==> src/design/sio_pkg.sv <==
// Purpose: shared constants and carriers for the shared i/o port with change notify
// Assumes: 16-bit port, up to 21 change-sense pins split over a low and high enable word
// Notes: no register bus; all control words are plain ports
package sio_pkg;
    localparam int PORT_W = 16;
    localparam int CN_W = 21;
    localparam int CN_LO_W = 16;
    localparam int CN_HI_W = 5;
    localparam logic [15:0] DIR_RESET = 16'hffff;
    localparam logic [15:0] LAT_RESET = 16'h0000;
    localparam logic [15:0] ODC_RESET = 16'h0000;
    localparam logic [15:0] ANA_RESET = 16'h0000;
    localparam logic [15:0] CN_EN_RESET = 16'h0000;
    localparam logic [15:0] PU_RESET = 16'h0000;
    localparam int SYNC_STAGES = 2;

    // software write strobe for one port word
    typedef struct packed {
        logic wr;
        logic [15:0] data;
    } sio_wr_s;

    // per-pin driver controls presented to a pad
    typedef struct packed {
        logic [15:0] out;
        logic [15:0] oe;
    } sio_pad_s;
endpackage

==> src/design/sio_sync.sv <==
// Purpose: two-stage synchroniser bank for pin inputs
// Assumes: inputs arrive asynchronously to ref_clk
// Notes: first stage feeds only the second stage
`timescale 1ns/1ps
`default_nettype none
module sio_sync #(
    parameter int WIDTH = 16
) (
    // clock and reset
    input wire logic ref_clk,
    input wire logic rstn,
    // data
    input wire logic [WIDTH-1:0] async_in,
    output logic [WIDTH-1:0] sync_out
);
    logic [WIDTH-1:0] meta_reg;
    logic [WIDTH-1:0] sync_reg;

    if (WIDTH < 1)
    begin : g_bad_width
        $error("sio_sync width must be positive");
    end

    always_ff @(posedge ref_clk or negedge rstn)
    begin
        if (!rstn)
        begin
            meta_reg <= '0;
            sync_reg <= '0;
        end
        else
        begin
            meta_reg <= async_in;
            sync_reg <= meta_reg;
        end
    end

    assign sync_out = sync_reg;
endmodule
`default_nettype wire

==> src/design/sio_port.sv <==
// Purpose: shared general-purpose i/o port with change notification
// Assumes: peripheral enable/drive arrive on ref_clk; pins are asynchronous
// Notes: change-sense pins are port bits 0..15 plus cn_ext_in bits 16..20
// Operation
// RULE1: enabled peripheral actively driving a pin disables the port driver; pin stays readable
// RULE2: enabled peripheral not driving leaves pin to port latch and direction
// RULE3: port output never loops back into a sharing peripheral input
// RULE4: direction bit one means input, zero means output
// RULE5: reset sets every direction bit, making all pins inputs
// RULE6: latch read returns the latch; latch write updates it
// RULE7: pin-level read returns pins; pin-level write updates the latch
// RULE8: unimplemented bits read zero in latch, direction and pin level, and stay disabled
// RULE9: open-drain bit set makes the pin open-drain instead of push-pull
// RULE10: analog config resets to zero so analog-capable pins start analog
// RULE11: pins configured analog read zero in the pin-level register
// RULE12: software waits one cycle between port write or direction change and read; here pin_level_reg lags a write by three cycles
// RULE13: change on any enabled input raises interrupt request, up to 21 pins
// RULE14: each change pin has an enable bit in low and high enable words
// RULE15: each change pin has a pull-up bit in low and high pull-up words
// RULE16: software keeps pull-ups off on pins used as digital outputs
// RULE17: compare each enabled pin with its previous sample, request on difference
`timescale 1ns/1ps
`default_nettype none
module sio_port #(
    parameter logic [15:0] IMPL_MASK = 16'hffff,
    parameter logic [15:0] ANALOG_CAPABLE = 16'h000f,
    parameter logic [15:0] ODC_CAPABLE = 16'hffff
) (
    // clock and reset
    input wire logic ref_clk,
    input wire logic rstn,
    // software writes
    input wire sio_pkg::sio_wr_s dir_wr,
    input wire sio_pkg::sio_wr_s lat_wr,
    input wire sio_pkg::sio_wr_s port_wr,
    input wire sio_pkg::sio_wr_s odc_wr,
    input wire sio_pkg::sio_wr_s ana_wr,
    input wire sio_pkg::sio_wr_s cn_en_lo_wr,
    input wire sio_pkg::sio_wr_s cn_en_hi_wr,
    input wire sio_pkg::sio_wr_s pu_lo_wr,
    input wire sio_pkg::sio_wr_s pu_hi_wr,
    // software reads
    output logic [15:0] pin_direction_reg,
    output logic [15:0] output_latch_reg,
    output logic [15:0] pin_level_reg,
    output logic [15:0] open_drain_ctrl_reg,
    output logic [15:0] analog_pin_config_reg,
    output logic [15:0] change_irq_enable_lo,
    output logic [15:0] change_irq_enable_hi,
    output logic [15:0] weak_pullup_enable_lo,
    output logic [15:0] weak_pullup_enable_hi,
    // shared peripherals
    input wire logic [15:0] periph_enable,
    input wire logic [15:0] periph_oe,
    input wire logic [15:0] periph_out,
    output logic [15:0] periph_in,
    // pads
    input wire logic [15:0] pad_in,
    output logic [15:0] pad_out,
    output logic [15:0] pad_oe,
    output logic [20:0] pullup_on,
    input wire logic [4:0] cn_ext_in,
    // change notification
    output logic change_irq
);
    logic [15:0] dir_r;
    logic [15:0] lat_r;
    logic [15:0] odc_r;
    logic [15:0] ana_r;
    logic [20:0] cn_en_r;
    logic [20:0] pu_r;
    logic [15:0] pad_sync;
    logic [4:0] ext_sync;
    logic [20:0] cn_now;
    logic [20:0] cn_prev_reg;
    logic cn_primed_reg;
    logic [15:0] pin_level_next;
    logic [15:0] periph_in_next;
    logic [15:0] own;
    sio_pkg::sio_pad_s pad;

    // the change words and pad views are laid out for this split only
    if (sio_pkg::CN_LO_W + sio_pkg::CN_HI_W != sio_pkg::CN_W || sio_pkg::CN_LO_W != sio_pkg::PORT_W)
    begin : g_bad_split
        $error("sio_port change-sense split does not match port width");
    end

    // a port with no implemented bit cannot serve any rule
    if (IMPL_MASK == 16'h0000)
    begin : g_bad_mask
        $error("sio_port needs at least one implemented bit");
    end

    // direction: reset all inputs
    always_ff @(posedge ref_clk or negedge rstn)
    begin
        if (!rstn)
            dir_r <= sio_pkg::DIR_RESET; // RULE5
        else if (dir_wr.wr)
            dir_r <= dir_wr.data & IMPL_MASK; // RULE8
    end

    // latch: written either through latch view or pin-level view
    always_ff @(posedge ref_clk or negedge rstn)
    begin
        if (!rstn)
            lat_r <= sio_pkg::LAT_RESET;
        else if (lat_wr.wr)
            lat_r <= lat_wr.data & IMPL_MASK; // RULE6
        else if (port_wr.wr)
            lat_r <= port_wr.data & IMPL_MASK; // RULE7
    end

    always_ff @(posedge ref_clk or negedge rstn)
    begin
        if (!rstn)
            odc_r <= sio_pkg::ODC_RESET;
        else if (odc_wr.wr)
            odc_r <= odc_wr.data & ODC_CAPABLE & IMPL_MASK;
    end

    always_ff @(posedge ref_clk or negedge rstn)
    begin
        if (!rstn)
            ana_r <= sio_pkg::ANA_RESET; // RULE10
        else if (ana_wr.wr)
            ana_r <= ana_wr.data;
    end

    // change enables and pull-ups span two words each
    always_ff @(posedge ref_clk or negedge rstn)
    begin
        if (!rstn)
        begin
            cn_en_r <= {sio_pkg::CN_EN_RESET[4:0], sio_pkg::CN_EN_RESET};
            pu_r <= {sio_pkg::PU_RESET[4:0], sio_pkg::PU_RESET};
        end
        else
        begin
            if (cn_en_lo_wr.wr)
                cn_en_r[15:0] <= cn_en_lo_wr.data; // RULE14
            if (cn_en_hi_wr.wr)
                cn_en_r[20:16] <= cn_en_hi_wr.data[4:0]; // RULE14
            if (pu_lo_wr.wr)
                pu_r[15:0] <= pu_lo_wr.data; // RULE15
            if (pu_hi_wr.wr)
                pu_r[20:16] <= pu_hi_wr.data[4:0]; // RULE15
        end
    end

    sio_sync #(.WIDTH(16)) u_pad_sync (
        .ref_clk(ref_clk),
        .rstn(rstn),
        .async_in(pad_in),
        .sync_out(pad_sync)
    );

    sio_sync #(.WIDTH(5)) u_ext_sync (
        .ref_clk(ref_clk),
        .rstn(rstn),
        .async_in(cn_ext_in),
        .sync_out(ext_sync)
    );

    // pad drive: peripheral owns a pin only while enabled and driving
    always_comb
    begin
        own = periph_enable & periph_oe; // RULE1 RULE2
        pad.out = '0;
        pad.oe = '0;
        for (int i = 0; i < 16; i++)
        begin
            if (!IMPL_MASK[i])
            begin
                pad.out[i] = 1'b0;
                pad.oe[i] = 1'b0; // RULE8
            end
            else if (own[i])
            begin
                pad.out[i] = periph_out[i];
                pad.oe[i] = 1'b1; // RULE1
            end
            else if (odc_r[i])
            begin
                // open drain: only ever pull low
                pad.out[i] = 1'b0;
                pad.oe[i] = !dir_r[i] && !lat_r[i]; // RULE9 RULE4
            end
            else
            begin
                pad.out[i] = lat_r[i];
                pad.oe[i] = !dir_r[i]; // RULE2 RULE4
            end
        end
    end

    assign pad_out = pad.out;
    assign pad_oe = pad.oe;
    assign pullup_on = pu_r;

    // read views and peripheral input; analog pins read low
    always_comb
    begin
        pin_level_next = pad_sync & IMPL_MASK & ~(~ana_r & ANALOG_CAPABLE); // RULE7 RULE11 RULE8
        // a port-driven pin feeds the peripheral zero, avoiding loop-through
        periph_in_next = pad_sync & ~(~dir_r & ~own) & IMPL_MASK; // RULE3
    end

    always_ff @(posedge ref_clk or negedge rstn)
    begin
        if (!rstn)
        begin
            pin_level_reg <= '0;
            periph_in <= '0;
        end
        else
        begin
            pin_level_reg <= pin_level_next;
            periph_in <= periph_in_next;
        end
    end

    assign pin_direction_reg = dir_r & IMPL_MASK; // RULE8
    assign output_latch_reg = lat_r & IMPL_MASK; // RULE6
    assign open_drain_ctrl_reg = odc_r;
    assign analog_pin_config_reg = ana_r;
    assign change_irq_enable_lo = cn_en_r[15:0];
    assign change_irq_enable_hi = {11'h000, cn_en_r[20:16]};
    assign weak_pullup_enable_lo = pu_r[15:0];
    assign weak_pullup_enable_hi = {11'h000, pu_r[20:16]};

    // change detector on synchronised levels; sleep-time detection relies on
    // ref_clk still toggling, a limitation of this synchronous version
    assign cn_now = {ext_sync, pad_sync};

    always_ff @(posedge ref_clk or negedge rstn)
    begin
        if (!rstn)
        begin
            cn_prev_reg <= '0;
            cn_primed_reg <= 1'b0;
        end
        else
        begin
            cn_prev_reg <= cn_now; // RULE17
            cn_primed_reg <= 1'b1;
        end
    end

    // first cycle after reset has no valid history
    assign change_irq = cn_primed_reg && |((cn_now ^ cn_prev_reg) & cn_en_r); // RULE13 RULE17

    a_dir_reset_input: assert property (@(posedge ref_clk) $rose(rstn) |-> pin_direction_reg == IMPL_MASK) // RULE5
        else $error("direction not all inputs after reset");

    a_port_write_latch: assert property (@(posedge ref_clk) disable iff (!rstn)
        port_wr.wr && !lat_wr.wr |=> output_latch_reg == ($past(port_wr.data) & IMPL_MASK)) // RULE7
        else $error("pin-level write did not reach latch");

    a_latch_write: assert property (@(posedge ref_clk) disable iff (!rstn)
        lat_wr.wr |=> output_latch_reg == ($past(lat_wr.data) & IMPL_MASK)) // RULE6
        else $error("latch write lost");

    a_periph_owns_pad: assert property (@(posedge ref_clk) disable iff (!rstn)
        (pad_oe & IMPL_MASK & periph_enable & periph_oe) == (IMPL_MASK & periph_enable & periph_oe)) // RULE1
        else $error("driving peripheral lost pad");

    a_input_no_drive: assert property (@(posedge ref_clk) disable iff (!rstn)
        (pad_oe & dir_r & ~(periph_enable & periph_oe)) == 16'h0000) // RULE4
        else $error("input pin driven by port");

    a_odc_no_high: assert property (@(posedge ref_clk) disable iff (!rstn)
        (pad_oe & pad_out & odc_r & ~(periph_enable & periph_oe)) == 16'h0000) // RULE9
        else $error("open-drain pin driven high");

    a_analog_reads_zero: assert property (@(posedge ref_clk) disable iff (!rstn)
        ##1 (pin_level_reg & $past(~ana_r & ANALOG_CAPABLE)) == 16'h0000) // RULE11
        else $error("analog pin read nonzero");

    a_no_loop_through: assert property (@(posedge ref_clk) disable iff (!rstn)
        ##1 (periph_in & $past(~dir_r & ~(periph_enable & periph_oe))) == 16'h0000) // RULE3
        else $error("port output looped to peripheral");

    a_unimpl_zero: assert property (@(posedge ref_clk) disable iff (!rstn)
        ((pin_direction_reg | output_latch_reg | pin_level_reg | pad_oe) & ~IMPL_MASK) == 16'h0000) // RULE8
        else $error("unimplemented bit active");

    a_change_irq: assert property (@(posedge ref_clk) disable iff (!rstn)
        cn_primed_reg && ((cn_now ^ $past(cn_now)) & cn_en_r) != 21'h00000 |-> change_irq) // RULE13
        else $error("enabled change missed");

    a_analog_reset: assert property (@(posedge ref_clk) $rose(rstn) |-> analog_pin_config_reg == 16'h0000) // RULE10
        else $error("analog config reset wrong");
endmodule
`default_nettype wire

==> config.mk <==
export PLATFORM = sky130hd
export DESIGN_NAME = sio_port
export DESIGN_NICKNAME = d
export VERILOG_FILES = /design/src/design/sio_pkg.sv /design/src/design/sio_sync.sv /design/src/design/sio_port.sv
export SDC_FILE = /design/constraint.sdc
export NUM_CORES = 1
export LEC_CHECK = 0
export BUFFER_PORTS_ARGS = -buffer_cell sky130_fd_sc_hd__buf_2
export CELL_PAD_IN_SITES_DETAIL_PLACEMENT = 1
export CELL_PAD_IN_SITES_GLOBAL_PLACEMENT = 2
export CORE_AREA = 2 2 168 170
export CTS_CLUSTER_SIZE = 10
export DETAILED_ROUTE_END_ITERATION = 6
export DIE_AREA = 0 0 170 172
export PLACE_DENSITY = 0.89
export SYNTH_ARGS = -nofsm -noshare
export SYNTH_HDL_FRONTEND = slang
export SYNTH_SLANG_ARGS = --single-unit
==> constraint.sdc <==
create_clock -name ref_clk -period 1.9 [get_ports ref_clk]
set_input_delay 0.095 -clock ref_clk [delete_from_list [all_inputs] [get_ports ref_clk]]
set_output_delay 0.095 -clock ref_clk [all_outputs]
set_load 0.05 [all_outputs]
==> impl_metrics.tcl <==
set metrics [dict create \
    fin_ws_ns -0.1176 \
    place_ws_ns 0.1074 \
    grt_pass1_wl_mm 39.59 \
    p_sw_mw 4.287 \
    cp-start-kind "register" \
    ys.flop_type "dfrtp_1" \
    regArea_sq_um 4775 \
    wirelength_mm 26.79 \
    cts_tree "yes" \
    place_hpwl_mm 18.24 \
    synthCells 567 \
    crit_required_ns 1.80 \
    finalCriticalPeriod_ns 2.018 \
    gp_congestion 0.8286 \
    hold_path.class "input pin to register" \
    utilization 0.4376 \
    dieArea_sq_um 29240 \
    maxCapViolCount 0 \
    yosysUniqueCellTypes 24 \
    avgRoutedWirePerCell_um 18.22 \
    yosysMostFrequentCell "dfrtp_1" \
    synth-seq-area-share 0.6310 \
    clockPowerShare 0.318 \
    vias 6469 \
    crit_chain "xor2_1 -> a222oi_1 -> nand3_1 -> o31a_1 -> buf_6" \
    clock_latency_ns 0.42 \
    grt_use_total 0.1783 \
    period_share 1.062 \
    fp.dieH_um 172 \
    slew_violations 0 \
    layout-drive-gt1-share 0.4808 \
    synth_top_cell_area_share 0.5754 \
    syn2layout_area_growth_pct 58.90 \
    drc_errors 0 \
    portBuffers 393 \
    cts_root_buf "clkbuf_16" \
    grt_pass1_vias 7100 \
    drt_pass1_iterations 6 \
    power_density_nw_per_um2 965.6 \
    drtIter0Drc 200 \
    maxSlewHeadroom 0.5484 \
    peakVddDrop_uv 484.4 \
    slowest_stage "dfrtp_1" \
    netlist_area_sq_um 7567 \
    combPwrFrac 0.281 \
    worstSetupEndpointType "output pin" \
    cp_top_family "compound AO/OA/AOI/OAI gates" \
    design_area_sq_um 12020 \
    critPathArrivalTime_ns 1.92 \
    initial_core_util 0.2754 \
    p_sw_frac 0.3692 \
    grt_overflow_total 0 \
    synthArstFlopShare 1.000 \
    path_max_fanout 2 \
    ys_seq_elements 190 \
    final_nets 1332 \
    die_x_um 170 \
    std_cell_rows 61 \
    ys_top_cells_by_area "dfrtp_1, mux2_2, dfstp_2" \
    path_clk_slew_ns 0.08 \
    multiInputGateArea_sq_um 2429 \
    ys.warnings.count 0 \
    drtAntennaViolNets 0 \
    seqPwrFrac 0.402 \
    run_status "finished, violations left" \
    max_freq_ghz 0.4956 \
    crit_buf_inv 1 \
    syn_area_per_cell_sq_um 13.35 \
    cts_htree_levels 4 \
    clock_path_buffers 2 \
    synth_area_leader_cell "dfrtp_1" \
    skew_ns 0.007122 \
    grt_max_degree 58 \
    timing.setup.tns_ns -0.1176 \
    leakagePower_nw 5.985 \
    ios 438 \
    core_sq_um 27480 \
    path_class "register to output pin" \
    violations "negative setup slack" \
    cts_buffers 17 \
    antenna_found_initial 2 \
    setup_viol 1 \
    cp_slowest_stage_delay_ns 0.39 \
    clkSinkCount 190 \
    synth_edf_count 0 \
    fillCellCount 3006 \
    vias_per_cell 4.401 \
    synth_commonest_cells "dfrtp_1, mux2_2, nand2_1" \
    intPower_mw 7.323 \
    worst-slew-pin-transition_ns 0.6774 \
    grt_setup_unrepaired "yes" \
    finalHoldViolCount 0 \
    placement.cell_area_sq_um 9662 \
]
==> worst reg2reg max path, delay by kind of cell (launching register included) <==
| family | cells | cell delay (ns) |
|---|---|---|
| AOI/OAI and AO/OA | 1 | 0.08 |
| buffers and inverters | 1 | 0.59 |
| DFF | 1 | 0.46 |
| muxes | 1 | 0.18 |
==> area by class of cell <==
type / instances / area share
multi-input cells: 328 / 0.2020
clock inverters: 15 / 0.01592
flip-flops and latches: 190 / 0.3971
well taps: 346 / 0.03600
repair buffers: 571 / 0.3130
diodes: 3 / 0.0006244
clock buffers: 17 / 0.03538
==> power by group through the flow <==
stage	Clock, mW	Combinational [mW]	Sequential [mW]
after floorplan	0	1.19	5.60
after global placement	0	2.88	4.71
after detailed placement	0	2.91	4.73
after CTS	3.83	3.24	4.66
after global routing	3.97	3.43	4.72
final	3.69	3.26	4.66
==> placed cells by master, fill, tap and decap left out, types with 4 or more instances in the layout <==
master         synthesis  routed
dfstp_2               16      16
nand3b_1              16      16
xor2_1                21      21
clkinv_8               0       4
nor2b_1               16      16
a21o_1                16      16
o21ai_0                6       6
mux2_1                10      10
nand3_1               18      17
dlygate4sd3_1          0     168
a22oi_2                0       6
buf_2                  7     391
dfrtp_1              174     174
buf_4                 55       8
o21ai_1               10      10
mux2_2                80      80
a21oi_1               16      16
conb_1                 2      23
nand2_1               64      64
clkbuf_16              0      17
inv_8                  0       4
mux2i_1               16      16
==> path summary, 6_finish.rpt <==
path | start | end | slack [ns] | cells past startpoint
min | pu_hi_wr[16] | pullup_on[19] | 0.02 | 2
min reg2reg | u_pad_sync.meta_reg[12] | u_pad_sync.sync_out[12] | 0.35 | 0
max in group asynchronous | rstn | cn_prev_reg[19] | 1.01 | 3
max reg2reg | output_latch_reg[1] | output_latch_reg[1] | 0.48 | 3
min in group asynchronous | rstn | output_latch_reg[11] | 0.21 | 2
max | u_pad_sync.sync_out[0] | change_irq | -0.12 | 5
==> routing by layer <==
layer,global-route usage,share of wire,vias up
met1,0.1925,0.37,3188
met3,0.04784,0.066,59
met2,0.3253,0.52,290
met4,0.08473,0.037,0
met5,0,0,-
li1,-,-,2932
==> what timing repair did <==
item	CTS	global route
resized for setup	8	1
hold endpoints to repair	187	0
pin swaps	7	7
setup endpoints to repair	1	1
setup buffers	1	1
hold buffers	168	0
==> kinds of logic (layout without fill, tap and decap cells) <==
family                 after synthesis  after routing  share of synthesized area
other                                2             26                  0.0009924
flip-flops                         190            190                     0.6310
AND/OR/NAND/NOR                    119            119                    0.07705
AO/OA/AOI/OAI                       59             59                    0.04845
XOR/XNOR                            21             21                    0.02431
buffers and inverters               70            603                    0.06316
multiplexers                       106            106                     0.1551
==> through the flow <==
| step | power [mW] | cells | hold slack (ns) |
|---|---|---|---|
| 6_report | 11.61 | 1470 | 0.02376 |
| 5_1_grt | 12.12 | 1469 | 0.01550 |
| 4_1_cts | 11.73 | 1466 | 0.004230 |
| 3_5_place_dp | 7.643 | 1265 | 0.1116 |
| 3_3_place_gp | 7.592 | 1265 | 0.1037 |
| 2_1_floorplan | 6.791 | 588 | -0.2006 |
Note: power is estimated with default switching activity, not from simulation.
